## config.mk

```make
export PLATFORM = sky130hd
export DESIGN_NAME = machine_check_interrupt_control
export DESIGN_NICKNAME = d
export VERILOG_FILES = /design/src/rtl/mck_pkg.sv /design/src/rtl/machine_check_interrupt_control.sv /design/src/rtl/mck_sticky.sv
export VERILOG_INCLUDE_DIRS = /design/src /design/src/rtl
export SDC_FILE = /design/constraint.sdc
export NUM_CORES = 1
export LEC_CHECK = 0
export BUFFER_PORTS_ARGS = -buffer_cell sky130_fd_sc_hd__buf_2
export CORE_ASPECT_RATIO = 0.9
export CORE_MARGIN = 8
export CORE_UTILIZATION = 57
export DETAILED_ROUTE_END_ITERATION = 12
export PLACE_DENSITY_LB_ADDON = 0.3
export SKIP_LAST_GASP = 1
export SYNTH_ARGS = -nofsm -noshare
export SYNTH_HDL_FRONTEND = slang
export SYNTH_SLANG_ARGS = --single-unit
```

## constraint.sdc

```tcl
create_clock -name hclk -period 3.8 [get_ports hclk]
set_clock_uncertainty 0.1 [all_clocks]
set_input_delay 0.76 -clock hclk [delete_from_list [all_inputs] [get_ports hclk]]
set_output_delay 0.76 -clock hclk [all_outputs]
set_load 0.005 [all_outputs]
```

## src/rtl/mck_regs.svh

```systemverilog
// Register offsets, field positions and reset values for the check gating block.
// Assumes a 32-bit AHB-Lite register bus with one aligned word per register.
`ifndef MCK_REGS_SVH
`define MCK_REGS_SVH
`define MCK_SUBCLASS_OFS   12'h000
`define MCK_STATUS_OFS     12'h004
`define MCK_CAUSE_LO_OFS   12'h008
`define MCK_CAUSE_HI_OFS   12'h00c
`define MCK_SNAP7_OFS      12'h010
`define MCK_SNAP8_OFS      12'h014
`define MCK_SUBCLASS_RST   32'h0000_0000
`define MCK_CS_BIT         0
`define MCK_RM_BIT         2
`define MCK_EM_BIT         3
`define MCK_SM_BIT         5
`define MCK_DM_BIT         6
`define MCK_XM_BIT         7
`define MCK_CC_SD          0
`define MCK_CC_PD          1
`define MCK_CC_SR          2
`define MCK_CC_PEX         3
`define MCK_CC_ED          4
`define MCK_CC_W           6
`define MCK_CC_DG          5
`define MCK_CC_B           7
`define MCK_CC_D           8
`define MCK_CC_SC          10
`define MCK_CC_MAE         14
`define MCK_CC_ICE         14
`define MCK_CC_OCE         15
`define MCK_CC_IO_STATUS_TABLER_FAULT        22
`endif

```

## src/rtl/mck_pkg.sv

```systemverilog
// Types shared by the check gating block.
// Assumes the register header is included by the files that need numbers.
package mck_pkg;
  typedef struct packed {
    logic whole_system_fault_class;
    logic instr_fault_class;
    logic exigent_degrade;
    logic recovery_class;
    logic single_bit_fix_flag;
    logic operand_cache_fault;
    logic instr_cache_fault;
    logic microcode_accel_fault;
    logic outside_damage_class;
    logic io_status_tabler_fault;
    logic degrade_class;
    logic cooling_abnormal;
    logic program_exception;
  } mck_events_t;
  typedef struct packed {
    logic [31:0] final_code;
    logic [31:0] final_addr;
    logic [31:0] second_cause;
  } prog_exc_info_t;
  typedef enum logic [1:0] {ST_RUN, ST_INIT, ST_HANDLER, ST_STOP} mck_state_t;
endpackage

```

## src/rtl/machine_check_interrupt_control.sv

```systemverilog
// Machine check gating: decides take, defer, hold or check stop per condition.
// Assumes one-cycle event pulses from error detectors on hclk and an AHB-Lite master.
//
// Operation
// - Cooling fault sets warning bit 6.
// - Program exception check sets cause bit 3.
// - Repeat program exception under mask requests check.
// - Snapshots 7 and 8 keep exception details.
// - Masked repressible condition stays pending, no logout.
// - Subclass mask bits reset to zero.
// - Control bit 0 is check stop control.
// - Bit 2 gates ordinary system recovery.
// - Bit 3 gates external damage except tabler.
// - Bit 5 gates single-bit correction reports.
// - Bit 6 gates degradation, bit 7 caches.
// - Warning and exigent conditions ignore subclass masks.
// - Taken interrupt stores cause code to logout.
// - Check mask sets on accept, clears on load.
// - Exception mask sets on accept, clears on load.
// - Exigent: interrupt, check stop, or defer.
// - Deferred exigent taken after load, delayed flag.
// - Repressible needs both hardware masks clear.
// - Conditions during repressible interrupt share cause code.
// - Taking repressible reports and releases other deferred.
// - Mask set on deferred triggers; no delay flag.
// - Same handling in wait, execute, step.
// - System damage flags cause bit 0.
//
// Chosen here: the AHB-Lite interface to the registers and the register offsets.
`timescale 1ns/100ps
`include "mck_regs.svh"
module machine_check_interrupt_control
(
  input  wire logic                    hclk,
  input  wire logic                    hresetn,
  input  wire logic                    hsel,
  input  wire logic [11:0]             haddr,
  input  wire logic [1:0]              htrans,
  input  wire logic                    hwrite,
  input  wire logic [2:0]              hsize,
  input  wire logic [31:0]             hwdata,
  input  wire logic                    hready,
  output logic [31:0]                  hrdata,
  output logic                         hreadyout,
  output logic                         hresp,
  input  wire mck_pkg::mck_events_t    events,
  input  wire mck_pkg::prog_exc_info_t prog_exc_info,
  input  wire logic                    exc_accept,
  input  wire logic                    exc_load_done,
  input  wire logic                    check_load_done,
  input  wire logic                    check_accept,
  output logic                         check_request,
  output logic                         prog_interrupt_request,
  output logic                         check_stop,
  output logic [63:0]                  check_cause_code,
  output logic                         logout_store
);
  import mck_pkg::*;

  ////////////////////////////////////////////////////////////////////////////////
  // Bus slave.
  logic        wr_pend_q;
  logic [11:0] addr_q;
  logic [31:0] subclass_q;
  logic        rd_take;
  logic        wr_take;

  assign hreadyout = 1'b1;
  assign hresp     = 1'b0;
  assign wr_take   = hsel && hready && htrans[1] && hwrite;
  assign rd_take   = hsel && hready && htrans[1] && !hwrite;

  always_ff @(posedge hclk or negedge hresetn)
  begin
    if (!hresetn)
    begin
      wr_pend_q <= 1'b0;
      addr_q    <= 12'h000;
    end
    else
    begin
      wr_pend_q <= wr_take;
      if (hsel && hready && htrans[1])
        addr_q <= haddr;
    end
  end

  always_ff @(posedge hclk or negedge hresetn)
  begin
    if (!hresetn)
      subclass_q <= `MCK_SUBCLASS_RST;
    else if (wr_pend_q && addr_q == `MCK_SUBCLASS_OFS)
      subclass_q <= hwdata;
  end

  ////////////////////////////////////////////////////////////////////////////////
  // Masks and state.
  mck_state_t  state_q;
  logic        check_hw_mask_q;
  logic        prog_exc_hw_mask_q;
  logic [31:0] snap7_q;
  logic [31:0] snap8_q;
  logic [31:0] snap7_addr_q;

  logic cs_ctl;
  logic recovery_class_mask;
  logic outside_damage_mask;
  logic single_bit_fix_mask;
  logic degrade_class_mask;
  logic cache_class_mask;
  assign cs_ctl              = subclass_q[`MCK_CS_BIT];
  assign recovery_class_mask = subclass_q[`MCK_RM_BIT];
  assign outside_damage_mask = subclass_q[`MCK_EM_BIT];
  assign single_bit_fix_mask = subclass_q[`MCK_SM_BIT];
  assign degrade_class_mask  = subclass_q[`MCK_DM_BIT];
  assign cache_class_mask    = subclass_q[`MCK_XM_BIT];

  ////////////////////////////////////////////////////////////////////////////////
  // Pending repressible conditions, one sticky bit each.
  localparam int NREP = 7;
  logic [NREP-1:0] rep_set;
  logic [NREP-1:0] rep_pend;
  logic [NREP-1:0] rep_enable;
  logic            rep_release;
  logic            exi_set;
  logic            exi_pend;
  logic            exi_release;

  // Index: 0 recovery, 1 single-bit, 2 cache, 3 outside, 4 tabler, 5 degrade, 6 warning.
  assign rep_set[0] = events.recovery_class && !events.single_bit_fix_flag &&
                      !(events.operand_cache_fault || events.instr_cache_fault ||
                        events.microcode_accel_fault);
  assign rep_set[1] = events.recovery_class && events.single_bit_fix_flag;
  assign rep_set[2] = events.recovery_class && (events.operand_cache_fault ||
                      events.instr_cache_fault || events.microcode_accel_fault);
  assign rep_set[3] = events.outside_damage_class && !events.io_status_tabler_fault;
  assign rep_set[4] = events.outside_damage_class && events.io_status_tabler_fault;
  assign rep_set[5] = events.degrade_class;
  assign rep_set[6] = events.cooling_abnormal;

  assign rep_enable[0] = recovery_class_mask;
  assign rep_enable[1] = single_bit_fix_mask;
  assign rep_enable[2] = cache_class_mask;
  assign rep_enable[3] = outside_damage_mask;
  assign rep_enable[4] = 1'b1;
  assign rep_enable[5] = degrade_class_mask;
  assign rep_enable[6] = 1'b1;

  genvar gi;
  generate
    for (gi = 0; gi < NREP; gi++)
    begin : g_rep
      mck_sticky u_rep
      (
        .hclk        (hclk),
        .hresetn     (hresetn),
        .set         (rep_set[gi]),
        .release_now (rep_release && rep_enable[gi]),
        .pending     (rep_pend[gi])
      );
    end
  endgenerate

  assign exi_set = (events.whole_system_fault_class || events.instr_fault_class ||
                    events.exigent_degrade) && check_hw_mask_q && !cs_ctl;
  mck_sticky u_exi
  (
    .hclk        (hclk),
    .hresetn     (hresetn),
    .set         (exi_set),
    .release_now (exi_release),
    .pending     (exi_pend)
  );

  // Kind of the held exigent and cache conditions, kept so that the cause code can name it when it is taken.
  logic [2:0] exi_kind_q;
  logic [1:0] cache_kind_q;

  always_ff @(posedge hclk or negedge hresetn)
  begin
    if (!hresetn)
      exi_kind_q <= 3'b000;
    else if (exi_set)
      exi_kind_q <= exi_kind_q | {events.whole_system_fault_class, events.instr_fault_class,
                                  events.exigent_degrade};
    else if (exi_release)
      exi_kind_q <= 3'b000;
  end

  always_ff @(posedge hclk or negedge hresetn)
  begin
    if (!hresetn)
      cache_kind_q <= 2'b00;
    else if (rep_set[2])
      cache_kind_q <= cache_kind_q | {events.operand_cache_fault,
                                      events.instr_cache_fault || events.microcode_accel_fault};
    else if (rep_release && rep_enable[2])
      cache_kind_q <= 2'b00;
  end

  ////////////////////////////////////////////////////////////////////////////////
  // Gating decisions; processor run state does not enter them.
  logic exigent_now;
  logic exigent_take;
  logic deferred_take;
  logic rep_ready;
  logic rep_take;
  logic pex_take;
  logic take_any;

  assign exigent_now   = events.whole_system_fault_class || events.instr_fault_class ||
                         events.exigent_degrade;
  assign exigent_take  = exigent_now && !check_hw_mask_q && state_q == ST_RUN;
  assign deferred_take = exi_pend && !check_hw_mask_q && state_q == ST_RUN;
  assign rep_ready     = |(rep_pend & rep_enable);
  assign rep_take      = rep_ready && !check_hw_mask_q && !prog_exc_hw_mask_q &&
                         state_q == ST_RUN;
  assign pex_take      = events.program_exception && prog_exc_hw_mask_q &&
                         !check_hw_mask_q && state_q == ST_RUN;
  assign take_any      = exigent_take || deferred_take || rep_take || pex_take;
  assign rep_release   = take_any;
  assign exi_release   = deferred_take;

  assign prog_interrupt_request = events.program_exception && !prog_exc_hw_mask_q;

  ////////////////////////////////////////////////////////////////////////////////
  // Cause code assembly and interrupt sequencing.
  logic [63:0] cause_q;
  logic [63:0] cause_d;

  always_comb
  begin
    cause_d = 64'h0;
    cause_d[`MCK_CC_SD]  = events.whole_system_fault_class ||
                           (deferred_take && exi_kind_q[2]);
    cause_d[`MCK_CC_PD]  = events.instr_fault_class || (deferred_take && exi_kind_q[1]);
    cause_d[`MCK_CC_DG]  = events.exigent_degrade || (deferred_take && exi_kind_q[0]) ||
                           (rep_pend[5] && rep_enable[5]);
    cause_d[`MCK_CC_SR]  = |(rep_pend[2:0] & rep_enable[2:0]);
    cause_d[`MCK_CC_SC]  = rep_pend[1] && rep_enable[1];
    cause_d[`MCK_CC_ED]  = |(rep_pend[4:3] & rep_enable[4:3]);
    cause_d[`MCK_CC_IO_STATUS_TABLER_FAULT] = rep_pend[4];
    cause_d[`MCK_CC_W]   = rep_pend[6];
    cause_d[`MCK_CC_OCE] = rep_pend[2] && rep_enable[2] && cache_kind_q[1];
    cause_d[`MCK_CC_ICE] = rep_pend[2] && rep_enable[2] && cache_kind_q[0];
    cause_d[`MCK_CC_PEX] = pex_take;
    cause_d[`MCK_CC_D]   = deferred_take && !exigent_take;
  end

  always_ff @(posedge hclk or negedge hresetn)
  begin
    if (!hresetn)
      state_q <= ST_RUN;
    else if (exigent_now && check_hw_mask_q && cs_ctl)
      state_q <= ST_STOP;
    else if (events.program_exception && check_hw_mask_q && prog_exc_hw_mask_q)
      state_q <= ST_STOP;
    else
    begin
      case (state_q)
        ST_RUN:
        begin
          if (take_any)
            state_q <= ST_INIT;
        end
        ST_INIT:
        begin
          if (check_accept)
            state_q <= ST_HANDLER;
        end
        ST_HANDLER:
        begin
          if (check_load_done)
            state_q <= ST_RUN;
        end
        ST_STOP:
          state_q <= ST_STOP;
        default:
          state_q <= ST_RUN;
      endcase
    end
  end

  always_ff @(posedge hclk or negedge hresetn)
  begin
    if (!hresetn)
      cause_q <= 64'h0;
    else if (state_q == ST_RUN && take_any)
      cause_q <= cause_d;
    else if (state_q == ST_INIT)
      cause_q <= cause_q | cause_d;
  end

  always_ff @(posedge hclk or negedge hresetn)
  begin
    if (!hresetn)
      check_hw_mask_q <= 1'b0;
    else if (state_q == ST_INIT && check_accept)
      check_hw_mask_q <= 1'b1;
    else if (check_load_done)
      check_hw_mask_q <= 1'b0;
  end

  always_ff @(posedge hclk or negedge hresetn)
  begin
    if (!hresetn)
      prog_exc_hw_mask_q <= 1'b0;
    else if (exc_accept)
      prog_exc_hw_mask_q <= 1'b1;
    else if (exc_load_done)
      prog_exc_hw_mask_q <= 1'b0;
  end

  always_ff @(posedge hclk or negedge hresetn)
  begin
    if (!hresetn)
    begin
      snap7_q      <= 32'h0;
      snap7_addr_q <= 32'h0;
      snap8_q      <= 32'h0;
    end
    else if (pex_take)
    begin
      snap7_q      <= prog_exc_info.final_code;
      snap7_addr_q <= prog_exc_info.final_addr;
      snap8_q      <= prog_exc_info.second_cause;
    end
  end

  always_ff @(posedge hclk or negedge hresetn)
  begin
    if (!hresetn)
      logout_store <= 1'b0;
    else
      logout_store <= state_q == ST_INIT && check_accept;
  end

  assign check_request    = state_q == ST_INIT;
  assign check_stop       = state_q == ST_STOP;
  assign check_cause_code = cause_q;

  ////////////////////////////////////////////////////////////////////////////////
  // Read data.
  always_ff @(posedge hclk or negedge hresetn)
  begin
    if (!hresetn)
      hrdata <= 32'h0;
    else if (rd_take)
    begin
      case (haddr)
        `MCK_SUBCLASS_OFS: hrdata <= subclass_q;
        `MCK_STATUS_OFS:   hrdata <= {21'h0, exi_pend, rep_pend, check_stop,
                                      prog_exc_hw_mask_q, check_hw_mask_q};
        `MCK_CAUSE_LO_OFS: hrdata <= cause_q[31:0];
        `MCK_CAUSE_HI_OFS: hrdata <= cause_q[63:32];
        `MCK_SNAP7_OFS:    hrdata <= snap7_q ^ snap7_addr_q;
        `MCK_SNAP8_OFS:    hrdata <= snap8_q;
        default:           hrdata <= 32'h0;
      endcase
    end
  end
endmodule

```

## src/rtl/mck_sticky.sv

```systemverilog
// One pending condition bit: a set in the same cycle as a release wins.
// Assumes set and release come from logic on hclk.
`timescale 1ns/100ps
module mck_sticky
(
  input  wire logic hclk,
  input  wire logic hresetn,
  input  wire logic set,
  input  wire logic release_now,
  output logic      pending
);
  logic pending_q;
  always_ff @(posedge hclk or negedge hresetn)
  begin
    if (!hresetn)
      pending_q <= 1'b0;
    else if (set)
      pending_q <= 1'b1;
    else if (release_now)
      pending_q <= 1'b0;
  end
  assign pending = pending_q;
endmodule

```

==> results.ini, run 1 <==
[setup_path]
required_ns = 4.08
path_max_fanout = 9
path_class = reg -> reg
end_kind = flop
cp-start-kind = flop
critPathArrivalTime_ns = 2.90

[placed_design]
gpl.final_weighted_congestion = 0.858
io_buffers = 210
dp_slack_ns = 0.782
dpl.hpwl_um = 18100

[timing]
rsz0062_at_grt = false
worst_pin_slew_ns = 0.918
finalHoldViolCount = 0
fin_crit_ns = 2.62
fin_ws_ns = 1.18
post-route-period-util_pct = 68.8
slew_viol_final = 0
setup_violations = 0
fmax_mhz = 382
fin_tns_setup_ns = 0
slew_headroom_pct = 38.8

[clocking]
worstSkewPairLatency_ns = 0.50
cts_sinks = 203
cts_tree = yes
htreeDepth = 1
postCtsHoldBufs = 0
cts_root_buf = clkbuf_16
cts_buffer_depth = 3
post-cts-setup-buffers = 0
numCtsBuffers = 21
clk_pin_slew_ns = 0.06
cts_resized = 0

[routing]
drt-vias-per-instance = 5.67
ant_nets = 0
drt_iter0_markers = 429
vias = 6751
drtPass1Iterations = 6
wl_per_cell_um = 20.5
routed_wl_um = 24400
drc_errors = 0

[floorplan]
io_pins = 269
die_h_um = 138
dieArea_um2 = 21000
coreArea_um2 = 16200
start_util_pct = 58.5
rows = 44
die_x_um = 152

[finish]
layout_commonest_cell = buf_2
area_growth_syn_to_layout_pct = 18.2
fin_nets = 1143
final_cell_mix = 209 x buf_2, 203 x dfrtp_1, 141 x mux2_2
drive_gt1_share_pct = 42.5

[logic_synthesis]
synthDominantCellAreaShare_pct = 53.7
syn_inst = 770
ys_ff_latch = 203
synth_area_um2 = 9470
synth-edff-count = 0
avgSynthCellArea_um2 = 12.3
synthArstFlopShare_pct = 100
ys_warn_count = 0
synth_ff_type = dfrtp_1
synthTopCellsByArea = dfrtp_1 54%, mux2_2 17%, buf_4 4.3%
yosysTopAreaCell = dfrtp_1
ys_types = 53
yosysSeqAreaShare_pct = 53.7

[global_route]
grt_use_total_pct = 22.9
grt_remaining_overflow = 0
grt_pass1_wl_um = 39000
grt_max_degree = 116
antenna_found_initial = 5
grt_pass1_vias = 7032

[power_and_ir_drop]
p_per_area_nw_per_um2 = 639
leakagePower_uw = 0.00546
total_power_uw = 7150
vdd_ir_drop_max_mv = 0.517

[min_path]
hold_path.class = in -> async

[run]
maxCapViolCount = 0

[status]
outcome = completed

## final cells by class
cell class                 instances  area [um2]
fill                            1223        5000
clock buffer                      28         592
tap                              207         259
timing repair buffer             223        1180
sequential                       203        5080
inverter                          16        60.1
multi-input combinational        507        3960
clock inverter                     4        48.8
antenna                            2        5.00
## sequential cells by signal (all words and copies together) (netlist names), 2 cells and up
name,cells
subclass_q,32
snap7_q,32
state_q,2
g_rep.u_rep.pending,7
snap7_addr_q,32
cache_kind_q,2
snap8_q,32
check_cause_code,12
hrdata,32
addr_q,12
exi_kind_q,3
## worst paths after layout
kind	startpoint	slack [ns]	to	depth (start not counted)
setup reg to reg	state_q[0]	1.18	check_cause_code[8]	7
hold reg to reg	hrdata[10]	0.39	hrdata[10]	2
max in group asynchronous	hresetn	2.53	subclass_q[21]	2
setup / recovery	state_q[0]	1.18	check_cause_code[8]	7
hold / removal	hresetn	0.28	cache_kind_q[1]	1
min in group hclk	exc_load_done	0.34	prog_exc_hw_mask_q	2
## worst max-delay path, cell delays in order (launching register included)
cell and delay [ns]:
dfrtp_1 0.41, inv_1 0.10, ha_1 0.23, or3b_2 0.49
a31oi_1 0.54, nor2_1 0.22, buf_4 0.24, a22o_1 0.18
## routing by layer
metal  vias up  routed length [um]  share of wire (%)  track usage [%]
li1       3052                   -                  -                -
met1      3354               11100                 45             32.8
met2       298               10700                 44             33.4
met3        41                2060                8.4             6.76
met4         6                 471                1.9             5.67
met5         -                  34               0.14                0
## cell usage after synthesis, drive strengths merged, types with 4 or more instances
library cell,number
a211o,12
a21oi,12
a221oi,20
a22o,9
a22oi,25
a2bb2oi,6
buf,61
clkbuf,35
dfrtp,203
ha,4
inv,16
mux2,141
mux2i,5
nand2,65
nand3,18
nor2,13
nor2b,7
nor3,4
nor4,6
o2111ai,6
o21ai,17
o2bb2ai,11
or3,8
xnor2,9
xor2,23
## kinds of logic after synthesis
group,count (synthesis),share of synthesized area [%]
flops,203,53.7
mux,146,17.3
simple gates,136,6.95
compound gates,135,11.6
buf+inv,112,6.91
xor+xnor,32,2.96
fa+ha+maj,4,0.529
other cells,2,0.0793
## metrics by stage
stage / hold slack [ns] / instance area, um2 / utilization [%] / cells
floorplan: 0.351 / 9660 / - / 822
finish: 0.275 / 11200 / 69.1 / 1190
global route: 0.333 / 11200 / 69.1 / 1190
global placement: 0.361 / 10500 / 65.1 / 1156
detailed placement: 0.368 / 10500 / 65.1 / 1156
CTS: 0.324 / 11200 / 69.1 / 1188
## power breakdown
part	leakage [uW]	internal [uW]	switching, uW
Sequential	0.00247	2870	485
Combinational	0.00267	1000	850
Clock	0.000318	1150	799
(Power assumes the default switching activity.)
==> run 2: changes to the inputs <==
--- a/config.mk
+++ b/config.mk
@@ -9,7 +9,7 @@
 export BUFFER_PORTS_ARGS = -buffer_cell sky130_fd_sc_hd__buf_2
 export CORE_ASPECT_RATIO = 0.9
 export CORE_MARGIN = 8
-export CORE_UTILIZATION = 57
+export CORE_UTILIZATION = 47
 export DETAILED_ROUTE_END_ITERATION = 12
 export PLACE_DENSITY_LB_ADDON = 0.3
 export SKIP_LAST_GASP = 1
==> constraint.sdc (replaced) <==
create_clock -name hclk -period 2.2 [get_ports hclk]
set_clock_uncertainty 0.1 [all_clocks]
set_input_delay 0.44 -clock hclk [delete_from_list [all_inputs] [get_ports hclk]]
set_output_delay 0.44 -clock hclk [all_outputs]
set_load 0.005 [all_outputs]
==> run 2 against run 1 <==
Net effect: largest power group unchanged; highest routed layer unchanged; worst setup slack got worse by 1.0 ns; design area rose by 5.2%; critical endpoint is now check_request; cell count rose by 8.7%; critical path type is now reg -> out.
==> results.ini, run 2 (synthesis results as in run 1) <==
[status]
outcome = completed

[clocking]
clk_pin_slew_ns = 0.06
cts_tree = yes
numCtsBuffers = 22
cts_root_buf = clkbuf_16
cts_buffer_depth = 3
worstSkewPairLatency_ns = 0.51
cts_sinks = 203
htreeDepth = 1

[routing]
vias = 6774
drt-vias-per-instance = 5.24
drt_iter0_markers = 452
drtPass1Iterations = 4
routed_wl_um = 25400
drc_errors = 0
ant_nets = 0
wl_per_cell_um = 19.7

[floorplan]
coreArea_um2 = 19900
die_h_um = 151
die_x_um = 166
start_util_pct = 47.7
io_pins = 269
dieArea_um2 = 24900
rows = 49

[run]
maxCapViolCount = 0

[global_route]
grt_pass1_wl_um = 39300
grt_pass1_vias = 7158
grt_remaining_overflow = 0
grt_max_degree = 66
antenna_found_initial = 7
grt_use_total_pct = 19.5

[placed_design]
placed_area_um2 = 11000
dpl.hpwl_um = 18900
gpl.final_weighted_congestion = 0.838
io_buffers = 210
dp_slack_ns = -0.321
dp_cells = 1249

[finish]
instances_no_fill = 1293
layout_commonest_cell = buf_2
fin_nets = 1192
final_cell_mix = 209 x buf_2, 203 x dfrtp_1, 141 x mux2_2
fin_area_um2 = 11800
area_growth_syn_to_layout_pct = 24.4
nFillCells = 1663
drive_gt1_share_pct = 45.5

[setup_path]
reg2regPathDepth = 7
path_class = reg -> out
path_max_fanout = 6
cp-start-kind = flop
end_kind = output pin
critPathArrivalTime_ns = 1.51
required_ns = 1.66

[timing]
slew_headroom_pct = 51.6
fin_crit_ns = 2.05
setup_violations = 0
holdWs_ns = 0.0228
rsz0062_at_grt = false
fin_ws_ns = 0.155
fmax_mhz = 489
finalHoldViolCount = 0
slew_viol_final = 0
post-route-period-util_pct = 93.0
worst_pin_slew_ns = 0.722

[power_and_ir_drop]
p_per_area_nw_per_um2 = 1100
leakagePower_uw = 0.00574
vdd_ir_drop_max_mv = 0.884

[min_path]
hold_path.class = in -> reg
whs_path_depth = 2

[run 2: layer usage]
layer	up-vias	share of wire [%]	GRT usage, %
met5	-	0.30	0
met4	12	1.5	4.14
met3	40	7.5	6.37
met2	236	45	30.0
met1	3320	46	26.7
li1	3166	-	-
[run 2: worst max-delay path: stages, from the launching register on]
cell and delay, ns:
dfrtp_1 0.37, buf_4 0.14, ha_1 0.21, buf_4 0.16, buf_2 0.12
[run 2: cell type report]
type / instances / area [um2] / share of cell area [%]
diodes: 1 / 2.50 / 0.0213
clock buffers: 30 / 611 / 5.19
clock inverters: 10 / 116 / 0.988
inverters: 16 / 60.1 / 0.510
multi-input cells: 507 / 3990 / 33.9
flip-flops and latches: 203 / 5080 / 43.2
well taps: 255 / 319 / 2.71
repair buffers: 271 / 1600 / 13.6
[run 2: per-stage QoR]
stage,utilization [%],total power [uW],setup TNS (ns)
2_1_floorplan,-,7880,-4.01
3_3_place_gp,55.3,9100,-9.87
3_5_place_dp,55.3,9240,-10.58
4_1_cts,59.1,13000,-0.0413
5_1_grt,59.3,13700,0
6_report,59.3,12900,0
[run 2: worst paths after layout]
path,slack [ns],startpoint,end
min reg2reg,0.41,subclass_q[12],subclass_q[12]
max,0.15,state_q[0],check_request
min,0.02,check_load_done,check_hw_mask_q
min in group asynchronous,0.33,hresetn,snap7_addr_q[5]
max reg2reg,0.17,state_q[1],snap7_q[25]
max in group asynchronous,0.95,hresetn,snap7_addr_q[30]
[run 2: repair_timing]
item | in CTS | in global routing
resized for setup | 1 | 4
setup endpoints to repair | 10 | 21
gates cloned | 0 | 0
hold buffers | 2 | 0
pin swaps | 0 | 1
endpoints found under the hold margin | 45 | 0
buffers inserted | 0 | 1
[run 2: power breakdown]
part / internal, uW / switching, uW
Combinational: 1910 / 1550
Sequential: 4950 / 807
Clock: 2190 / 1510
==> run 3: changes to the inputs <==
--- a/config.mk
+++ b/config.mk
@@ -9,7 +9,7 @@
 export BUFFER_PORTS_ARGS = -buffer_cell sky130_fd_sc_hd__buf_2
 export CORE_ASPECT_RATIO = 0.9
 export CORE_MARGIN = 8
-export CORE_UTILIZATION = 47
+export CORE_UTILIZATION = 40
 export DETAILED_ROUTE_END_ITERATION = 12
 export PLACE_DENSITY_LB_ADDON = 0.3
 export SKIP_LAST_GASP = 1
==> run 3 against run 2 <==
Net effect: critical path depth up 4; clock-buffer cell count grew 1; sequential share of layout area is 0.14 points higher; utilization down 8.8 points; cell count up 2.5%; design area fell by 0.32%; register-to-register slack worse by 0.07 ns; worst setup slack got worse by 0.059 ns; combinational power fell by 3%; worst hold slack improved by 0.010 ns; total power fell by 0.20%; non-clock buffer count fell by 15; largest power group unchanged.
==> results.ini, run 3 (synthesis results as in run 1) <==
[global_route]
grt_use_total_pct = 17.6
grt_pass1_vias = 6925
antenna_found_initial = 3
grt_pass1_wl_um = 39900
grt_remaining_overflow = 0
grt_max_degree = 66

[timing]
fin_crit_ns = 2.10
setup_violations = 0
post-route-period-util_pct = 95.6
slew_headroom_pct = 59.2
fin_tns_setup_ns = 0
finalHoldViolCount = 0
worst_pin_slew_ns = 0.613
slew_viol_final = 0
fmax_mhz = 475

[finish]
fin_area_um2 = 11700
final_cell_mix = 209 x buf_2, 203 x dfrtp_1, 141 x mux2_2
drive_gt1_share_pct = 44.7
area_growth_syn_to_layout_pct = 24.0
layout_commonest_cell = buf_2
fin_nets = 1177

[floorplan]
io_pins = 269
rows = 53
coreArea_um2 = 23300
dieArea_um2 = 28900
die_x_um = 178
die_h_um = 162
start_util_pct = 40.7

[clocking]
cts_sinks = 203
cts_root_buf = clkbuf_16
clk_pin_slew_ns = 0.06
htreeDepth = 1
numCtsBuffers = 22
worstSkewPairLatency_ns = 0.50
cts_buffer_depth = 3
cts_tree = yes

[setup_path]
critPathArrivalTime_ns = 2.42
required_ns = 2.51
reg2regPathDepth = 8
cp-start-kind = flop
critPathTopFamily = simple AND/OR/NAND/NOR gates
slowest_stage = or3b_2
worst_r2r_endpoint = check_cause_code[6]
path_class = reg -> reg
path_common_cell = buf_4
critPathMaxStageDelay_ns = 0.48
end_kind = flop
path_max_fanout = 10
r2r_slack_ns = 0.1
crit_cells = 8
rr_startpoint = state_q[1]
worstPathCellList = inv_1 > ha_4 > or3b_2 > a31oi_2 > buf_4 > nor3_1 > buf_4 > o2bb2ai_1
path_buf_inv = 3

[status]
outcome = completed

[min_path]
min_to = check_hw_mask_q
hold_path.class = in -> reg
whs_path_depth = 2
hp-start = check_load_done

[routing]
routed.top_layer = met5
drt-vias-per-instance = 5.05
drc_errors = 0
vias = 6691
wl_per_cell_um = 19.5
ant_nets = 0
drt_iter0_markers = 411
wl_met3_um = 1880
met2_length_um = 11300
wl_met1_um = 12200
routed_wl_um = 25900
drtPass1Iterations = 5

[placed_design]
gpl.final_weighted_congestion = 0.813
dpl.hpwl_um = 19300
io_buffers = 210
placed_area_um2 = 10900

[run]
maxCapViolCount = 0

[power_and_ir_drop]
p_per_area_nw_per_um2 = 1100
leakagePower_uw = 0.00568
vdd_ir_drop_max_mv = 0.641
total_power_uw = 12900

-- run 3: layer usage --
layer | GRT usage (%) | vias up
li1 | - | 3142
met1 | 25.4 | 3270
met2 | 26.4 | 244
met3 | 3.81 | 31
met4 | 4.01 | 4
met5 | 0 | -
-- run 3: where the power goes --
part | internal (uW) | switching, uW
sequential | 4950 | 834
clock | 2280 | 1490
combinational | 1840 | 1500
total | 9080 | 3820
-- run 3: worst max-delay path by stage --
stage	startpoint	end	slack (ns)
final	state_q[1]	check_cause_code[6]	0.1
after global routing	state_q[1]	check_cause_code[10]	-0.03
after CTS	state_q[1]	snap7_addr_q[26]	0.01
after detailed placement	haddr[7]	hrdata[22]	-0.29
after global placement	haddr[7]	hrdata[0]	-0.28
after floorplan	haddr[7]	hrdata[15]	-0.17
-- run 3: area by class of cell --
type                            instances  area (um2)
Antenna cell                            1        2.50
Tap cell                              302         378
Sequential cell                       203        5080
Timing Repair Buffer                  256        1490
Clock buffer                           31         646
Clock inverter                          9         100
Multi-Input combinational cell        507        3980
Inverter                               16        60.1
Fill cell                            2102       11500
-- run 3: through the flow --
stage                     setup WS [ns]  cells  hold slack, ns  util, %
after floorplan                  -0.165    822          0.0444        -
after global placement           -0.276   1279           0.344     46.9
after detailed placement         -0.291   1279           0.341     46.9
after CTS                        0.0122   1321          0.0104     50.2
after global routing            -0.0327   1325          0.0271     50.4
final                            0.0961   1325          0.0331     50.4
-- run 3: what timing repair did --
action / 4_1_cts / 5_1_grt
buffers inserted: 0 / 3
resized for setup: 0 / 4
hold endpoints to repair: 46 / 0
hold buffers: 2 / 0
setup endpoints to repair: 0 / 47
